===== config.mk =====
export PLATFORM = sky130hd
export DESIGN_NAME = e1bti_top
export DESIGN_NICKNAME = d
export VERILOG_FILES = /design/src/verilog/e1bti_pkg.sv /design/src/verilog/e1bti_sync.sv /design/src/verilog/e1bti_top.sv
export SDC_FILE = /design/constraint.sdc
export NUM_CORES = 1
export LEC_CHECK = 0
export ABC_CLOCK_PERIOD_IN_PS = 4340
export BUFFER_PORTS_ARGS = -buffer_cell sky130_fd_sc_hd__buf_2
export CELL_PAD_IN_SITES_DETAIL_PLACEMENT = 0
export CELL_PAD_IN_SITES_GLOBAL_PLACEMENT = 1
export CORE_MARGIN = 8
export CORE_UTILIZATION = 44
export DETAILED_ROUTE_END_ITERATION = 7
export PLACE_DENSITY_LB_ADDON = 0.1
export SLEW_MARGIN = 10
export SYNTH_ARGS = -nofsm -noshare
export SYNTH_HDL_FRONTEND = slang
export SYNTH_SLANG_ARGS = --single-unit

===== constraint.sdc =====
create_clock -name sys_clk -period 4.34 [get_ports sys_clk]
set_input_delay 0.217 -clock sys_clk [delete_from_list [all_inputs] [get_ports sys_clk]]
set_output_delay 0.217 -clock sys_clk [all_outputs]
set_load 0.02 [all_outputs]

===== src/verilog/e1bti_pkg.sv =====
// constants for the e1 backplane timing and transmit input block
package e1bti_pkg;
  localparam int E1BTI_NCH = 4;
  localparam int E1BTI_POS_W = 8;
  localparam int E1BTI_MUX_W = 11;
  localparam int E1BTI_CTRL_W = 4;
  // apb byte addresses
  localparam logic [7:0] E1BTI_CTRL_ADDR = 8'h00;
  localparam logic [7:0] E1BTI_STAT_ADDR = 8'h04;
  localparam logic [7:0] E1BTI_POS_ADDR = 8'h08;
  // control register fields
  localparam int E1BTI_CTRL_BYPASS = 0;
  localparam int E1BTI_CTRL_RCKSEL = 1;
  localparam int E1BTI_CTRL_RXREC = 2;
  localparam int E1BTI_CTRL_DUAL = 3;
  localparam logic [3:0] E1BTI_CTRL_RST = 4'h0;
  // status register fields
  localparam int E1BTI_STAT_MUX = 0;
  localparam int E1BTI_STAT_MUXN = 1;
  localparam int E1BTI_STAT_TXAL = 4;
  localparam int E1BTI_STAT_RXAL = 8;
  // position register fields
  localparam int E1BTI_POS_RX = 0;
  localparam int E1BTI_POS_MRX = 16;
  // mux slot layout: bits 1:0 channel, bit 2 signaling, 10:3 bit number
  localparam int E1BTI_SLOT_SIG = 2;
  localparam logic [10:0] E1BTI_MUX_RST = 11'h000;
  localparam logic [7:0] E1BTI_POS_RST = 8'h00;
  // positions of the asynchronous inputs in the synchroniser vector
  localparam int E1BTI_SYN_W = 30;
  localparam int E1BTI_SI_REC = 0;
  localparam int E1BTI_SI_TCLK = 4;
  localparam int E1BTI_SI_PCM = 8;
  localparam int E1BTI_SI_SIG = 12;
  localparam int E1BTI_SI_NEG = 16;
  localparam int E1BTI_SI_TFP = 20;
  localparam int E1BTI_SI_RCLK = 24;
  localparam int E1BTI_SI_RFP = 25;
  localparam int E1BTI_SI_MRXCK = 26;
  localparam int E1BTI_SI_MRFP = 27;
  localparam int E1BTI_SI_MREQ = 28;
  localparam int E1BTI_SI_MTXCK = 29;
endpackage : e1bti_pkg


===== src/verilog/e1bti_sync.sv =====
// two-flop synchroniser with rising edge detect for the backplane pins
module e1bti_sync #(
  parameter int W = 1
) (
  input wire logic sys_clk,
  input wire logic resetn,
  input wire logic [W-1:0] async_in,
  output logic [W-1:0] level,
  output logic [W-1:0] rise
);
  logic [W-1:0] meta_q;
  logic [W-1:0] sync_q;
  logic [W-1:0] last_q;

  // meta_q feeds sync_q only
  always_ff @(posedge sys_clk) begin
    if (!resetn) begin
      meta_q <= '0;
      sync_q <= '0;
      last_q <= '0;
    end else begin
      meta_q <= async_in;
      sync_q <= meta_q;
      last_q <= sync_q;
    end
  end

  assign level = sync_q;
  assign rise = sync_q & ~last_q;
endmodule : e1bti_sync


===== src/verilog/e1bti_top.sv =====
// backplane receive timing, transmit data inputs and mux stream handling
// Contract
// - with store bypass or clock select set, channel may use recovered clock
// - mux mode: 16.384MHz clock; frame pulse sampled, output updated on rise
// - mux mode is unavailable with store bypass or recovered clock select
// - single-rail: transmit data sampled on rising channel transmit clock
// - dual-rail: both rails sampled on rising clock, sent to jitter attenuator
// - mux mode ignores every negative-rail transmit input
// - mux mode: channel one data pin is the stream, pins two-four ignored
// - mux stream interleaves four channels' pcm and signaling; device splits it
// - mux data sampled on rising mux clock, aligned by mux frame pulse
// - signaling bits 5-8 aligned to data, sampled on rising transmit clock
//
// Our own choices: the placing of the registers and the APB interface to the registers.
module e1bti_top
  import e1bti_pkg::*;
(
  input wire logic sys_clk,
  input wire logic resetn,
  input wire logic psel,
  input wire logic penable,
  input wire logic pwrite,
  input wire logic [7:0] paddr,
  input wire logic [31:0] pwdata,
  output logic [31:0] prdata,
  output logic pready,
  output logic pslverr,
  input wire logic mux_enable_n,
  input wire logic bp_rx_clock,
  input wire logic bp_rx_frame_pulse_in,
  input wire logic mux_rx_clock,
  input wire logic mux_rx_frame_pulse,
  input wire logic [3:0] recovered_line_clock_out,
  input wire logic [3:0] rx_pcm_data,
  input wire logic [3:0] rx_sig_data,
  input wire logic [3:0] bp_tx_clock,
  input wire logic [3:0] bp_tx_pcm_in,
  input wire logic [3:0] bp_tx_signaling_in,
  input wire logic [3:0] bp_tx_neg_rail,
  input wire logic [3:0] bp_tx_frame_pulse,
  input wire logic mux_tx_clock,
  output logic mux_rx_serial_out,
  output logic mux_mode,
  output logic [3:0] rx_bit_strobe,
  output logic [3:0][7:0] rx_bit_pos,
  output logic [3:0] tx_strobe,
  output logic [3:0] tx_data,
  output logic [3:0] tx_sig,
  output logic [3:0][7:0] tx_bit_pos,
  output logic [3:0] dj_strobe,
  output logic [3:0] dj_pos_rail,
  output logic [3:0] dj_neg_rail
);
  ////////////////////////////////////////////////////////////////////////////
  // pin synchronisers
  logic [E1BTI_SYN_W-1:0] pins_w;
  logic [E1BTI_SYN_W-1:0] lvl_w;
  logic [E1BTI_SYN_W-1:0] rise_w;

  // mux request kept active high: a cleared synchroniser reads as no request
  assign pins_w = {mux_tx_clock, ~mux_enable_n, mux_rx_frame_pulse,
                   mux_rx_clock, bp_rx_frame_pulse_in, bp_rx_clock,
                   bp_tx_frame_pulse, bp_tx_neg_rail, bp_tx_signaling_in,
                   bp_tx_pcm_in, bp_tx_clock, recovered_line_clock_out};

  // link clocks are sampled, so the link must run well below sys_clk / 2
  e1bti_sync #(.W(E1BTI_SYN_W)) u_sync (
    .sys_clk(sys_clk),
    .resetn(resetn),
    .async_in(pins_w),
    .level(lvl_w),
    .rise(rise_w)
  );

  logic [3:0] rec_rise_w, tclk_rise_w, pcm_w, sig_w, neg_w, tfp_w;
  logic rclk_rise_w, rfp_w, mrx_clk_rise_w, mrfp_w, mux_req_w, mtx_clk_rise_w;

  assign rec_rise_w = rise_w[E1BTI_SI_REC +: 4];
  assign tclk_rise_w = rise_w[E1BTI_SI_TCLK +: 4];
  assign pcm_w = lvl_w[E1BTI_SI_PCM +: 4];
  assign sig_w = lvl_w[E1BTI_SI_SIG +: 4];
  assign neg_w = lvl_w[E1BTI_SI_NEG +: 4];
  assign tfp_w = lvl_w[E1BTI_SI_TFP +: 4];
  assign rclk_rise_w = rise_w[E1BTI_SI_RCLK];
  assign rfp_w = lvl_w[E1BTI_SI_RFP];
  assign mrx_clk_rise_w = rise_w[E1BTI_SI_MRXCK];
  assign mrfp_w = lvl_w[E1BTI_SI_MRFP];
  assign mux_req_w = lvl_w[E1BTI_SI_MREQ];
  assign mtx_clk_rise_w = rise_w[E1BTI_SI_MTXCK];

  ////////////////////////////////////////////////////////////////////////////
  // apb slave: one setup cycle, answer in the first access cycle
  logic [3:0] ctrl_q, tx_aligned_q, rx_aligned_q;
  logic [31:0] prdata_q, stat_w, pos_w, rd_w;
  logic pready_q, pslverr_q, setup_w, wr_ctrl_w;
  logic hit_ctrl_w, hit_stat_w, hit_pos_w;
  logic [E1BTI_MUX_W-1:0] mrx_cnt_q;

  assign hit_ctrl_w = paddr == E1BTI_CTRL_ADDR;
  assign hit_stat_w = paddr == E1BTI_STAT_ADDR;
  assign hit_pos_w = paddr == E1BTI_POS_ADDR;
  assign setup_w = psel && !penable;
  assign wr_ctrl_w = psel && penable && pready_q && pwrite && hit_ctrl_w;
  assign stat_w = (32'(mux_mode) << E1BTI_STAT_MUX)
                | (32'(!mux_req_w) << E1BTI_STAT_MUXN)
                | (32'(tx_aligned_q) << E1BTI_STAT_TXAL)
                | (32'(rx_aligned_q) << E1BTI_STAT_RXAL);
  assign pos_w = (32'(rx_bit_pos[0]) << E1BTI_POS_RX)
               | (32'(mrx_cnt_q) << E1BTI_POS_MRX);
  assign rd_w = hit_ctrl_w ? 32'(ctrl_q) :
                hit_stat_w ? stat_w :
                hit_pos_w ? pos_w : 32'h0000_0000;

  always_ff @(posedge sys_clk) begin
    if (!resetn) begin
      pready_q <= 1'b0;
      pslverr_q <= 1'b0;
      prdata_q <= 32'h0000_0000;
    end else begin
      pready_q <= setup_w;
      pslverr_q <= setup_w && !(hit_ctrl_w || hit_stat_w || hit_pos_w);
      prdata_q <= setup_w && !pwrite ? rd_w : 32'h0000_0000;
    end
  end

  always_ff @(posedge sys_clk) begin
    if (!resetn) begin
      ctrl_q <= E1BTI_CTRL_RST;
    end else if (wr_ctrl_w) begin
      ctrl_q <= pwdata[E1BTI_CTRL_W-1:0];
    end
  end

  assign prdata = prdata_q;
  assign pready = pready_q;
  assign pslverr = pslverr_q;

  ////////////////////////////////////////////////////////////////////////////
  // mode selection
  logic line_timed_w, use_rec_w, dual_w, mux_mode_q;

  assign line_timed_w = ctrl_q[E1BTI_CTRL_BYPASS] || ctrl_q[E1BTI_CTRL_RCKSEL];
  assign use_rec_w = line_timed_w && ctrl_q[E1BTI_CTRL_RXREC];
  assign dual_w = ctrl_q[E1BTI_CTRL_DUAL];

  always_ff @(posedge sys_clk) begin
    if (!resetn) begin
      mux_mode_q <= 1'b0;
    end else begin
      mux_mode_q <= mux_req_w && !line_timed_w;
    end
  end

  assign mux_mode = mux_mode_q;

  ////////////////////////////////////////////////////////////////////////////
  // mux receive stream: slot counter and serial output
  logic [E1BTI_MUX_W-1:0] mrx_next_w;
  logic [1:0] mrx_ch_w;
  logic mrx_bit_w, mrx_out_q;

  // the pulse is at most one clock wide, so its level restarts the count
  assign mrx_next_w = mrfp_w ? E1BTI_MUX_RST : mrx_cnt_q + 11'h001;
  assign mrx_ch_w = mrx_next_w[1:0];
  assign mrx_bit_w = mrx_next_w[E1BTI_SLOT_SIG] ? rx_sig_data[mrx_ch_w]
                                                : rx_pcm_data[mrx_ch_w];

  always_ff @(posedge sys_clk) begin
    if (!resetn) begin
      mrx_cnt_q <= E1BTI_MUX_RST;
      mrx_out_q <= 1'b0;
    end else if (mux_mode_q && mrx_clk_rise_w) begin
      mrx_cnt_q <= mrx_next_w;
      mrx_out_q <= mrx_bit_w;
    end
  end

  assign mux_rx_serial_out = mrx_out_q;

  ////////////////////////////////////////////////////////////////////////////
  // mux transmit stream: slot counter on the mux transmit clock, restarted by the channel one frame pulse pin
  logic [E1BTI_MUX_W-1:0] mtx_cnt_q;
  logic [E1BTI_MUX_W-1:0] mtx_next_w;
  logic mtx_fp_q, mtx_lead_w;

  // channel one frame pulse pin doubles as the mux transmit frame pulse
  assign mtx_lead_w = tfp_w[0] && !mtx_fp_q;
  assign mtx_next_w = mtx_lead_w ? E1BTI_MUX_RST : mtx_cnt_q + 11'h001;

  always_ff @(posedge sys_clk) begin
    if (!resetn) begin
      mtx_cnt_q <= E1BTI_MUX_RST;
      mtx_fp_q <= 1'b0;
    end else if (mux_mode_q && mtx_clk_rise_w) begin
      mtx_cnt_q <= mtx_next_w;
      mtx_fp_q <= tfp_w[0];
    end
  end

  ////////////////////////////////////////////////////////////////////////////
  // per channel receive timing and transmit capture
  logic [3:0] rx_rise_w;
  logic [3:0] rfp_prev_q;
  logic [3:0] tfp_prev_q;

  for (genvar c = 0; c < E1BTI_NCH; c++) begin : g_ch
    logic rx_lead_w, tx_lead_w, mrx_slot_w, mtx_slot_w;
    logic [7:0] rx_pos_n_w, tx_pos_n_w;

    // one shared gapped clock unless use_rec_w (line timed with RXREC set) picks each channel's recovered clock
    assign rx_rise_w[c] = use_rec_w ? rec_rise_w[c] : rclk_rise_w;
    assign rx_lead_w = rfp_w && !rfp_prev_q[c];
    assign rx_pos_n_w = rx_lead_w ? E1BTI_POS_RST
                                  : rx_bit_pos[c] + 8'h01;
    assign mrx_slot_w = mrx_clk_rise_w && mrx_next_w[1:0] == 2'(c)
                        && !mrx_next_w[E1BTI_SLOT_SIG];
    // a frame pulse held at one level restarts the count at most once, on the first clock rise after reset
    assign tx_lead_w = tfp_w[c] && !tfp_prev_q[c];
    assign tx_pos_n_w = tx_lead_w ? E1BTI_POS_RST
                                  : tx_bit_pos[c] + 8'h01;
    assign mtx_slot_w = mtx_clk_rise_w && mtx_next_w[1:0] == 2'(c);

    always_ff @(posedge sys_clk) begin
      if (!resetn) begin
        rx_bit_pos[c] <= E1BTI_POS_RST;
        rx_bit_strobe[c] <= 1'b0;
        rfp_prev_q[c] <= 1'b0;
        rx_aligned_q[c] <= 1'b0;
      end else begin
        rx_bit_strobe[c] <= 1'b0;
        if (mux_mode_q) begin
          if (mrx_slot_w) begin
            rx_bit_pos[c] <= mrx_next_w[E1BTI_MUX_W-1:3];
            rx_bit_strobe[c] <= 1'b1;
          end
        end else if (rx_rise_w[c]) begin
          // no edge, no advance: gaps keep the frame position
          rx_bit_pos[c] <= rx_pos_n_w;
          rx_bit_strobe[c] <= 1'b1;
          rfp_prev_q[c] <= rfp_w;
          if (rx_lead_w) begin
            rx_aligned_q[c] <= 1'b1;
          end
        end
      end
    end

    always_ff @(posedge sys_clk) begin
      if (!resetn) begin
        tx_bit_pos[c] <= E1BTI_POS_RST;
        tx_strobe[c] <= 1'b0;
        tx_data[c] <= 1'b0;
        tx_sig[c] <= 1'b0;
        tfp_prev_q[c] <= 1'b0;
        tx_aligned_q[c] <= 1'b0;
      end else begin
        tx_strobe[c] <= 1'b0;
        if (mux_mode_q) begin
          // only the channel one data pin is read here
          if (mtx_slot_w && !mtx_next_w[E1BTI_SLOT_SIG]) begin
            tx_data[c] <= pcm_w[0];
            tx_bit_pos[c] <= mtx_next_w[E1BTI_MUX_W-1:3];
          end
          if (mtx_slot_w && mtx_next_w[E1BTI_SLOT_SIG]) begin
            tx_sig[c] <= pcm_w[0];
            tx_strobe[c] <= 1'b1;
          end
          if (mtx_clk_rise_w && mtx_lead_w) begin
            tx_aligned_q[c] <= 1'b1;
          end
        end else if (tclk_rise_w[c]) begin
          tfp_prev_q[c] <= tfp_w[c];
          tx_bit_pos[c] <= tx_pos_n_w;
          if (tx_lead_w) begin
            tx_aligned_q[c] <= 1'b1;
          end
          if (!dual_w) begin
            tx_data[c] <= pcm_w[c];
            tx_sig[c] <= sig_w[c];
            tx_strobe[c] <= 1'b1;
          end
        end
      end
    end

    // dual rail goes straight to the jitter attenuator, not the transmitter
    always_ff @(posedge sys_clk) begin
      if (!resetn) begin
        dj_strobe[c] <= 1'b0;
        dj_pos_rail[c] <= 1'b0;
        dj_neg_rail[c] <= 1'b0;
      end else begin
        dj_strobe[c] <= 1'b0;
        if (!mux_mode_q && dual_w && tclk_rise_w[c]) begin
          dj_pos_rail[c] <= pcm_w[c];
          dj_neg_rail[c] <= neg_w[c];
          dj_strobe[c] <= 1'b1;
        end
      end
    end

    a_rx_gap_hold: assert property (
      @(posedge sys_clk) disable iff (!resetn)
      !mux_mode_q && !rx_rise_w[c] |=> $stable(rx_bit_pos[c]))
      else $error("receive position moved without a clock edge");

    a_tx_single_take: assert property (
      @(posedge sys_clk) disable iff (!resetn)
      !mux_mode_q && !dual_w && tclk_rise_w[c]
      |=> tx_strobe[c] && tx_data[c] == $past(pcm_w[c]))
      else $error("single-rail data not taken on clock rise");

    a_dual_bypass: assert property (
      @(posedge sys_clk) disable iff (!resetn)
      !mux_mode_q && dual_w && tclk_rise_w[c]
      |=> dj_strobe[c] && !tx_strobe[c] && dj_neg_rail[c] == $past(neg_w[c]))
      else $error("dual-rail bits not passed to jitter attenuator");
  end

  ////////////////////////////////////////////////////////////////////////////
  // checks on mode and mux stream behaviour
  a_mux_blocked: assert property (
    @(posedge sys_clk) disable iff (!resetn)
    line_timed_w |=> !mux_mode_q)
    else $error("mux mode active while line timed");

  a_rec_clock_sel: assert property (
    @(posedge sys_clk) disable iff (!resetn)
    !mux_mode_q && use_rec_w && !rec_rise_w[0] |=> !rx_bit_strobe[0])
    else $error("receive advanced without recovered clock edge");

  a_neg_ignored: assert property (
    @(posedge sys_clk) disable iff (!resetn)
    mux_mode_q [*2] |=> dj_strobe == 4'h0)
    else $error("negative rail used in mux mode");

  a_mux_no_strobe: assert property (
    @(posedge sys_clk) disable iff (!resetn)
    mux_mode_q && !mtx_clk_rise_w |=> tx_strobe == 4'h0)
    else $error("transmit strobe without mux clock edge");

  a_mux_tx_align: assert property (
    @(posedge sys_clk) disable iff (!resetn)
    mux_mode_q && mtx_clk_rise_w && mtx_lead_w
    |=> mtx_cnt_q == E1BTI_MUX_RST ##1 mtx_fp_q)
    else $error("mux transmit count not aligned to frame pulse");

  a_mux_rx_align: assert property (
    @(posedge sys_clk) disable iff (!resetn)
    mux_mode_q && mrx_clk_rise_w && mrfp_w
    |=> mrx_cnt_q == E1BTI_MUX_RST
        && mrx_out_q == $past(rx_pcm_data[0]))
    else $error("mux receive stream not restarted by frame pulse");

  a_mux_rx_hold: assert property (
    @(posedge sys_clk) disable iff (!resetn)
    !mrx_clk_rise_w |=> $stable(mrx_out_q) && $stable(mrx_cnt_q))
    else $error("mux receive output moved off the clock rise");
endmodule : e1bti_top


==> flow_summary.yaml, run 1 <==
yosys:
  ys_seq_area_share_pct: 46.95
  synth_edf_count: 0
  synth.top_cell.area_share_pct: 46.95
  netlist_area_um2: 9935
  yosysWarnings: 0
  yosys.area.top_type: "dfxtp_1"
  synthTopCellsByArea: "dfxtp_1 47%, nor2_1 5.2%, and2_1 4.8%"
  synth_area_per_cell_um2: 8.513
  netlist_top_cells_count: "233 x dfxtp_1, 137 x nor2_1, 91 x nand2_1"
  yosysUniqueCellTypes: 69
  synth.most_common_cell: "dfxtp_1"
  async_flop_share_pct: 0
  synth_seq_cells: 233
  syn_inst: 1167
  synthFlopType: "dfxtp_1"
timing:
  setup-tns-final_ps: 0
  rsz0062_at_grt: "false"
  slew_headroom_pct: 21.11
  setup_ws_ps: 1506
  fin_worst_skew_ps: 9.599
  worstMarginPinSlew_ps: 1181
  final.min_clock_period_ps: 2834
  hold_viol: 0
  setup_viol: 0
  slew_violations: 0
  max_freq_mhz: 352.9
  period_share_pct: 65.29
placed_design:
  globalplace.congestion: 0.8359
  dpl.hpwl_mm: 20.65
  preCtsSetupSlack_ps: 1502
  port-buffer-count: 173
clock_network:
  htreeDepth: 1
  clk-insertion-delay-late_ps: 520
  cts_tree: "built"
  cts_made_buffers: 26
  root_buffer: "clkbuf_16"
  cts_resized: 0
  clkTransAtPathRegs_ps: 60
  numClockSinks: 233
  clockBufferDepth: 3
finish:
  multi_input_area_um2: 4848
  seq_area_um2: 4664
  drive_gt1_share_pct: 18.33
  n_fill_cell: 2125
  fin_nets: 1440
  n_antenna_cell: 0
  area_growth_pct: 22.13
worst_hold_path:
  worstHoldStart: "penable"
  hp-class: "input pin to register"
  hold_depth: 3
power_and_ir_drop:
  ir_drop_mv: 0.2906
  switching_power_mw: 1.053
  switching_share_pct: 22.30
  pwr-share-seq_pct: 46.8
  p_comb_share_pct: 5.8
  internal_power_mw: 3.669
  power_density_nw_per_um2: 389.2
  leakage_nw: 4.972
  p_clk_share_pct: 47.3
setup_path:
  required_ps: 4800
  reg2regPathDepth: 5
  start_kind: "register"
  ff2ff_setup_slack_ps: 1510
  crit_path_max_fanout: 13
  path_cells: "and3b_1 > o21ai_1 > o221ai_1 > and2_0 > a32o_1"
  rr_startpoint: "mux_mode$_SDFF_PN0_"
  arrival_ps: 3290
  max_stage_delay_ps: 730
  end_kind: "register"
  slowest_stage: "o221ai_1"
  critPathKind: "register to register"
  timing.critical_path.from: "mux_mode$_SDFF_PN0_"
grt:
  first_global_vias: 8584
  antenna_found_initial: 0
  grt_pass1_wl_mm: 47.07
  grt_start_max_net_pins: 82
  overflow: 0
  track_usage_pct: 20.56
detailed_routing:
  drt_pass1_iterations: 5
  drt-total-wl_mm: 29.26
  vias_per_cell: 5.428
  wl_per_cell_um: 17.75
  dr_total_vias: 8950
  ant_nets: 0
  drt_iter0_drc: 480
  drc: 0
status:
  status: "completed"
floorplanning:
  fp.dieW_um: 166.3
  start_util_pct: 44.28
  ios: 211
  die_area_um2: 27640
  rows: 55
  coreArea_um2: 22430
  die_y_um: 166.3
run:
  max_cap_violations: 0
## metal layers
metal	vias to the layer above	track usage, %	wire, um
met5	-	0	0
met4	0	5.092	647
met3	46	4.160	1534
met2	209	35.45	14090
met1	4199	25.91	12990
li1	4496	-	-
## repair_timing
item | CTS | global route
setup buffers | 0 | 0
hold endpoints to repair | 37 | 0
hold buffers | 36 | 0
## logic make-up after synthesis
logic type | synth area share, %
fa+ha+maj | 1.259
other cells | 0.03775
compound gates | 19.65
xor+xnor | 0.4283
flops | 46.95
simple gates | 24.69
buf+inv | 4.547
mux | 2.443
## state kept, by name, summed over array words and instances, names as in the netlist, 11 cells and up
name,cells
rx_bit_pos,32
tx_bit_pos,32
u_sync.level,30
u_sync.meta_q,30
prdata,23
u_sync.last_q,11
mrx_cnt_q,11
mtx_cnt_q,11
## final timing paths
path | endpoint
worst max-delay path | rx_bit_pos[5]$_SDFFE_PN0P_
worst min-delay path | pready$_SDFF_PN0_
worst max register to register | rx_bit_pos[5]$_SDFFE_PN0P_
worst min register to register | u_sync.level[12]$_SDFF_PN0_
## power groups by stage
stage	Combinational (mW)	Clock, mW	Sequential, mW
global route	0.304	2.39	2.22
floorplan	0.158	0	2.27
detailed placement	0.252	0	2.26
global placement	0.250	0	2.26
CTS	0.278	2.28	2.21
finish	0.275	2.23	2.21
## layout make-up
cell class | instances | share of cell area [%]
clock inverters | 7 | 0.9591
well taps | 285 | 2.939
clock buffers | 38 | 6.239
repair buffers | 218 | 10.68
inverters | 25 | 0.7734
flip-flops and latches | 233 | 38.44
multi-input cells | 843 | 39.96
## worst max-delay path: cells and delay by family, from the launching register on
family	cells	cell delay, ps
flip-flops	1	680
AO/OA/AOI/OAI	3	1120
AND/OR/NAND/NOR	2	970
## cell usage in the layout (no fill, tap or decap), types with 14 or more instances in the layout
cell / n
a21oi_1: 87
inv_1: 24
dfxtp_1: 233
or2_2: 15
mux2i_1: 22
o31a_1: 14
buf_2: 172
nand2_1: 91
o21ai_0: 65
clkbuf_16: 27
dlygate4sd3_1: 36
and3_1: 25
nor2_1: 137
nor3_1: 42
and2_1: 76
nand3_1: 34
o22ai_1: 19
## metrics by stage
stage / hold WS, ps / std cells / utilization [%] / total power [mW] / area (um^2)
after detailed placement: 382.4 / 1568 / 48.58 / 2.511 / 10900
after global routing: 46.63 / 1649 / 54.08 / 4.907 / 12130
final: 35.90 / 1649 / 54.08 / 4.722 / 12130
after floorplan: 283.7 / 1175 / - / 2.424 / 9965
after CTS: 13.00 / 1649 / 54.08 / 4.774 / 12130
after global placement: 380.0 / 1568 / 48.58 / 2.509 / 10900
No activity file was read; power rests on OpenSTA's default activity.
==> run 2: changes to the inputs <==
Settings changed: ABC_AREA set to 1, ABC_CLOCK_PERIOD_IN_PS 4340 to 2600, CORE_UTILIZATION 44 to 35.
Clock period 4.34 ns to 2.6 ns, I/O delays scaled along.
==> flow_summary.yaml, run 2 <==
yosys:
  yosysUniqueCellTypes: 39
  async_flop_share_pct: 0
  synth.top_cell.area_share_pct: 44.87
  syn_inst: 1529
  synth_edf_count: 0
  synthTopCellsByArea: "dfxtp_1 45%, nand2_1 13%, inv_1 9.2%"
  yosysWarnings: 0
  ys_seq_area_share_pct: 44.87
  synthFlopType: "dfxtp_1"
  synth_area_per_cell_um2: 6.799
  yosys.area.top_type: "dfxtp_1"
  synth.most_common_cell: "nand2_1"
  netlist_top_cells_count: "348 x nand2_1, 255 x inv_1, 237 x nor2_1"
  netlist_area_um2: 10400
  synth_seq_cells: 233
setup_path:
  crit_path_max_fanout: 7
  reg2regPathDepth: 9
  rr_startpoint: "mrx_cnt_q[0]$_SDFFE_PN0P_"
  required_ps: 3030
  r2r_end: "mux_rx_serial_out$_SDFFE_PN0P_"
  ff2ff_setup_slack_ps: 110
  start_kind: "register"
  critPathKind: "register to register"
  arrival_ps: 2920
  end_kind: "register"
clock_network:
  clkTransAtPathRegs_ps: 60
  numClockSinks: 233
  root_buffer: "clkbuf_16"
  cts_tree: "built"
  cts_made_buffers: 28
  htreeDepth: 1
  clockBufferDepth: 3
  clk-insertion-delay-late_ps: 540
placed_design:
  preCtsSetupSlack_ps: 566.3
  port-buffer-count: 173
  dpl.hpwl_mm: 22.07
  place_area_um2: 11600
  globalplace.congestion: 0.8191
grt:
  track_usage_pct: 16.81
  antenna_found_initial: 0
  grt_start_max_net_pins: 183
  first_global_vias: 9401
  grt_pass1_wl_mm: 49.60
  overflow: 0
timing:
  setup_ws_ps: 113.4
  final.min_clock_period_ps: 2487
  hold_viol: 0
  fin_worst_skew_ps: 21.97
  max_freq_mhz: 402.2
  setup-tns-final_ps: 0
  slew_violations: 0
  slew_headroom_pct: 41.71
  rsz0062_at_grt: "false"
  worstMarginPinSlew_ps: 869.0
  period_share_pct: 95.64
  hold_slack_ps: 59.76
  setup_viol: 0
finish:
  n_antenna_cell: 0
  drive_gt1_share_pct: 14.70
  final_common_cell: "nand2_1"
  fin_util_pct: 43.93
  area_growth_pct: 24.58
  reg.largest.list: "rx_bit_pos x32, tx_bit_pos x32"
  fin_area_um2: 12950
  layout_common_cells: "347 x nand2_1, 255 x inv_1, 234 x nor2_1"
  fin_nets: 1837
detailed_routing:
  drt_pass1_iterations: 5
  drt_iter0_drc: 408
  vias_per_cell: 4.524
  drc: 0
  ant_nets: 0
  drt-total-wl_mm: 30.58
  wl_per_cell_um: 14.21
  dr_total_vias: 9736
worst_hold_path:
  worstHoldStart: "psel"
  hp-class: "input pin to register"
  hold_path_end: "prdata[3]$_SDFF_PN0_"
  hold_depth: 5
run:
  max_cap_violations: 0
floorplanning:
  start_util_pct: 35.26
  ios: 211
  coreArea_um2: 29480
  die_area_um2: 35470
  die_y_um: 188.3
  fp.dieW_um: 188.3
  rows: 63
status:
  status: "completed"
power_and_ir_drop:
  power_density_nw_per_um2: 641.9
  ir_drop_mv: 0.4689
  leakage_nw: 6.777
## run 2: changes by cell type after synthesis, moves of 18 or more
cell,delta
and2_1,-76
o22ai_1,-19
nand2_1,+257
o21ai_0,+45
a21oi_1,-18
inv_1,+230
clkbuf_1,-21
nor3_1,-41
and3_1,-25
nand3_1,+89
mux2i_1,-22
nor2_1,+100
## run 2: area by class of cell
cell class / instances / area [um^2]
Clock inverter: 10 / 136.4
Fill cell: 3139 / 16530
Inverter: 257 / 964.7
Sequential cell: 233 / 4666
Timing Repair Buffer: 227 / 1396
Multi-Input combinational cell: 997 / 4542
Tap cell: 390 / 488.0
Clock buffer: 38 / 758.2
## run 2: how the worst max path moves through the flow
stage | to | slack [ps] | depth (start not counted) | startpoint
after global routing | mux_rx_serial_out$_SDFFE_PN0P_ | 20 | 10 | mrx_cnt_q[0]$_SDFFE_PN0P_
after global placement | rx_bit_pos[3]$_SDFFE_PN0P_ | 580 | 9 | mrx_cnt_q[0]$_SDFFE_PN0P_
after detailed placement | rx_bit_pos[3]$_SDFFE_PN0P_ | 570 | 9 | mrx_cnt_q[0]$_SDFFE_PN0P_
after floorplan | rx_bit_pos[6]$_SDFFE_PN0P_ | 1020 | 10 | mrx_cnt_q[0]$_SDFFE_PN0P_
after CTS | mux_rx_serial_out$_SDFFE_PN0P_ | 20 | 10 | mrx_cnt_q[0]$_SDFFE_PN0P_
final | mux_rx_serial_out$_SDFFE_PN0P_ | 110 | 9 | mrx_cnt_q[0]$_SDFFE_PN0P_
## run 2: layer usage
metal	wire length (um)	track usage, %	vias to the layer above
met5	0	0	-
met4	409	3.397	0
met3	1740	3.457	33
met2	14090	28.76	198
met1	14330	21.61	4323
li1	-	-	5182
## run 2: timing repair
| item | 4_1_cts | 5_1_grt |
|---|---|---|
| hold buffers | 44 | 0 |
| endpoints found under the hold margin | 44 | 0 |
| buffers inserted | 0 | 0 |
| resized for setup | 0 | 6 |
| setup endpoints to repair | 0 | 1 |
## run 2: power by group
part	internal (mW)	switching (mW)	total (mW)
sequential	3.69	0.100	3.79
clock	2.32	1.50	3.83
combinational	0.256	0.437	0.693
total	6.27	2.04	8.31
## run 2: critical path, stage by stage, from the launching register on
cell and delay, ps:
dfxtp_2 350, ha_1 230, nand2_1 180, nand3_4 160, a21oi_1 140, nand3_1 80
dlygate4sd3_1 560, nand2_1 60, a21oi_1 50, dlygate4sd3_1 570
## run 2: cell families after synthesis
logic type	synth area share, %
compound gates	10.57
xor+xnor	0.2528
fa+ha+maj	1.204
buf+inv	11.90
flops	44.87
other cells	0.03607
simple gates	31.17
## run 2: stage by stage
| stage | total power [mW] | instances |
|---|---|---|
| CTS | 8.462 | 2152 |
| finish | 8.314 | 2152 |
| global route | 8.699 | 2152 |
| detailed placement | 4.527 | 2060 |
| floorplan | 4.300 | 1537 |
| global placement | 4.521 | 2060 |
==> run 3: changes to the inputs <==
Settings changed: PLACE_DENSITY_LB_ADDON 0.1 to 0.08, REMOVE_ABC_BUFFERS set to 1.
==> flow_summary.yaml, run 3 (synthesis results as in run 2) <==
status:
  status: "completed"
clock_network:
  root_buffer: "clkbuf_16"
  htreeDepth: 1
  clkTransAtPathRegs_ps: 60
  clk-insertion-delay-late_ps: 520
  cts_made_buffers: 27
  cts_tree: "built"
  numClockSinks: 233
  clockBufferDepth: 3
  post_cts_buffers: 0
setup_path:
  crit_end: "mux_rx_serial_out$_SDFFE_PN0P_"
  arrival_ps: 2890
  ff2ff_setup_slack_ps: 170
  start_kind: "register"
  rr_startpoint: "mrx_cnt_q[1]$_SDFFE_PN0P_"
  timing.critical_path.from: "mrx_cnt_q[1]$_SDFFE_PN0P_"
  critPathKind: "register to register"
  required_ps: 3050
  reg2regPathDepth: 10
  r2r_end: "mux_rx_serial_out$_SDFFE_PN0P_"
  end_kind: "register"
  crit_path_max_fanout: 4
detailed_routing:
  drt_pass1_iterations: 5
  ant_nets: 0
  wl_per_cell_um: 14.20
  dr_total_vias: 9754
  drc: 0
  vias_per_cell: 4.528
  drt_iter0_drc: 481
  drt-total-wl_mm: 30.59
finish:
  n_fill_cell: 3208
  multi_input_area_um2: 4569
  layout_common_cells: "346 x nand2_1, 255 x inv_1, 233 x nor2_1"
  reg.largest.list: "rx_bit_pos x32, tx_bit_pos x32"
  fin_nets: 1837
  n_antenna_cell: 0
  final_common_cell: "nand2_1"
  layout.cells.non_filler: 2154
  drive_gt1_share_pct: 14.91
  area_growth_pct: 24.53
  seq_area_um2: 4666
  fin_util_pct: 43.91
grt:
  first_global_vias: 9374
  overflow: 0
  track_usage_pct: 16.78
  grt_start_max_net_pins: 184
  antenna_found_initial: 0
  grt_pass1_wl_mm: 49.01
floorplanning:
  start_util_pct: 35.26
  die_y_um: 188.3
  die_area_um2: 35470
  fp.dieW_um: 188.3
  rows: 63
  coreArea_um2: 29480
  ios: 211
placed_design:
  port-buffer-count: 173
  globalplace.congestion: 0.8220
  place_inst: 2062
  dpl.hpwl_mm: 21.69
timing:
  worstMarginPinSlew_ps: 788.8
  hold_viol: 0
  hold_slack_ps: 52.14
  fin_worst_skew_ps: 14.47
  slew_violations: 0
  max_freq_mhz: 410.9
  setup-tns-final_ps: 0
  setup_viol: 0
  rsz0062_at_grt: "false"
  final.min_clock_period_ps: 2434
  slew_headroom_pct: 47.42
  period_share_pct: 93.60
power_and_ir_drop:
  leakage_nw: 6.756
  ir_drop_mv: 0.4668
  power_density_nw_per_um2: 627.6
  total_power_mw: 8.125
run:
  max_cap_violations: 0
worst_hold_path:
  hp-class: "input pin to register"
-- run 3: changes by cell type in the layout (fill, tap and decap cells not counted), moves of 2 or more --
cell / before / now
clkbuf_8: 2 / 6
clkbuf_1: 8 / 10
nor2_4: 3 / 5
clkinv_2: 6 / 4
bufinv_16: 3 / 1
-- run 3: how the worst min path moves through the flow --
stage	start	end	slack [ps]	cells past startpoint
final	pwrite	prdata[3]$_SDFF_PN0_	50	4
after global routing	pwrite	prdata[3]$_SDFF_PN0_	40	4
after CTS	pwrite	prdata[3]$_SDFF_PN0_	20	4
after detailed placement	mux_enable_n	u_sync.meta_q[28]$_SDFF_PN0_	300	2
after global placement	mux_enable_n	u_sync.meta_q[28]$_SDFF_PN0_	300	2
after floorplan	mux_enable_n	u_sync.meta_q[28]$_SDFF_PN0_	200	1
-- run 3: what timing repair did --
action	in CTS	in global routing
resized for setup	0	11
setup endpoints to repair	0	1
hold endpoints to repair	41	0
hold buffers	43	0
-- run 3: routing by layer --
layer,wire length (um),GRT usage [%],vias to the layer above
li1,-,-,5189
met1,13880,20.87,4345
met2,14530,29.31,185
met3,1629,3.549,35
met4,552,3.818,0
met5,0,0,-
-- run 3: metrics by stage --
stage / cell area (um^2) / setup WS, ps
final: 12950 / 166.3
after floorplan: 10150 / 361.8
after global placement: 11620 / 568.1
after global routing: 12950 / 10.55
after CTS: 12900 / 27.72
after detailed placement: 11620 / 565.4
-- run 3: worst max-delay path, stage by stage, from the launching register on --
cell and delay [ps]:
dfxtp_1 410, ha_4 240, nand2_2 120, inv_1 100
nor2_4 120, nand2_1 70, nand3_1 70, dlygate4sd3_1 540
nand2_1 50, dlygate4sd3_1 550, a21oi_1 120
-- run 3: cell type report --
type	instances	area share, %
clock inverters	6	0.4446
well taps	390	3.769
multi-input cells	997	35.30
clock buffers	43	6.147
flip-flops and latches	233	36.04
inverters	257	7.451
repair buffers	228	10.85
-- run 3: where the power goes --
group          switching [mW]  internal, mW
logic                   0.436         0.258
registers              0.0996          3.69
clock network            1.46          2.18
total                    1.99          6.13
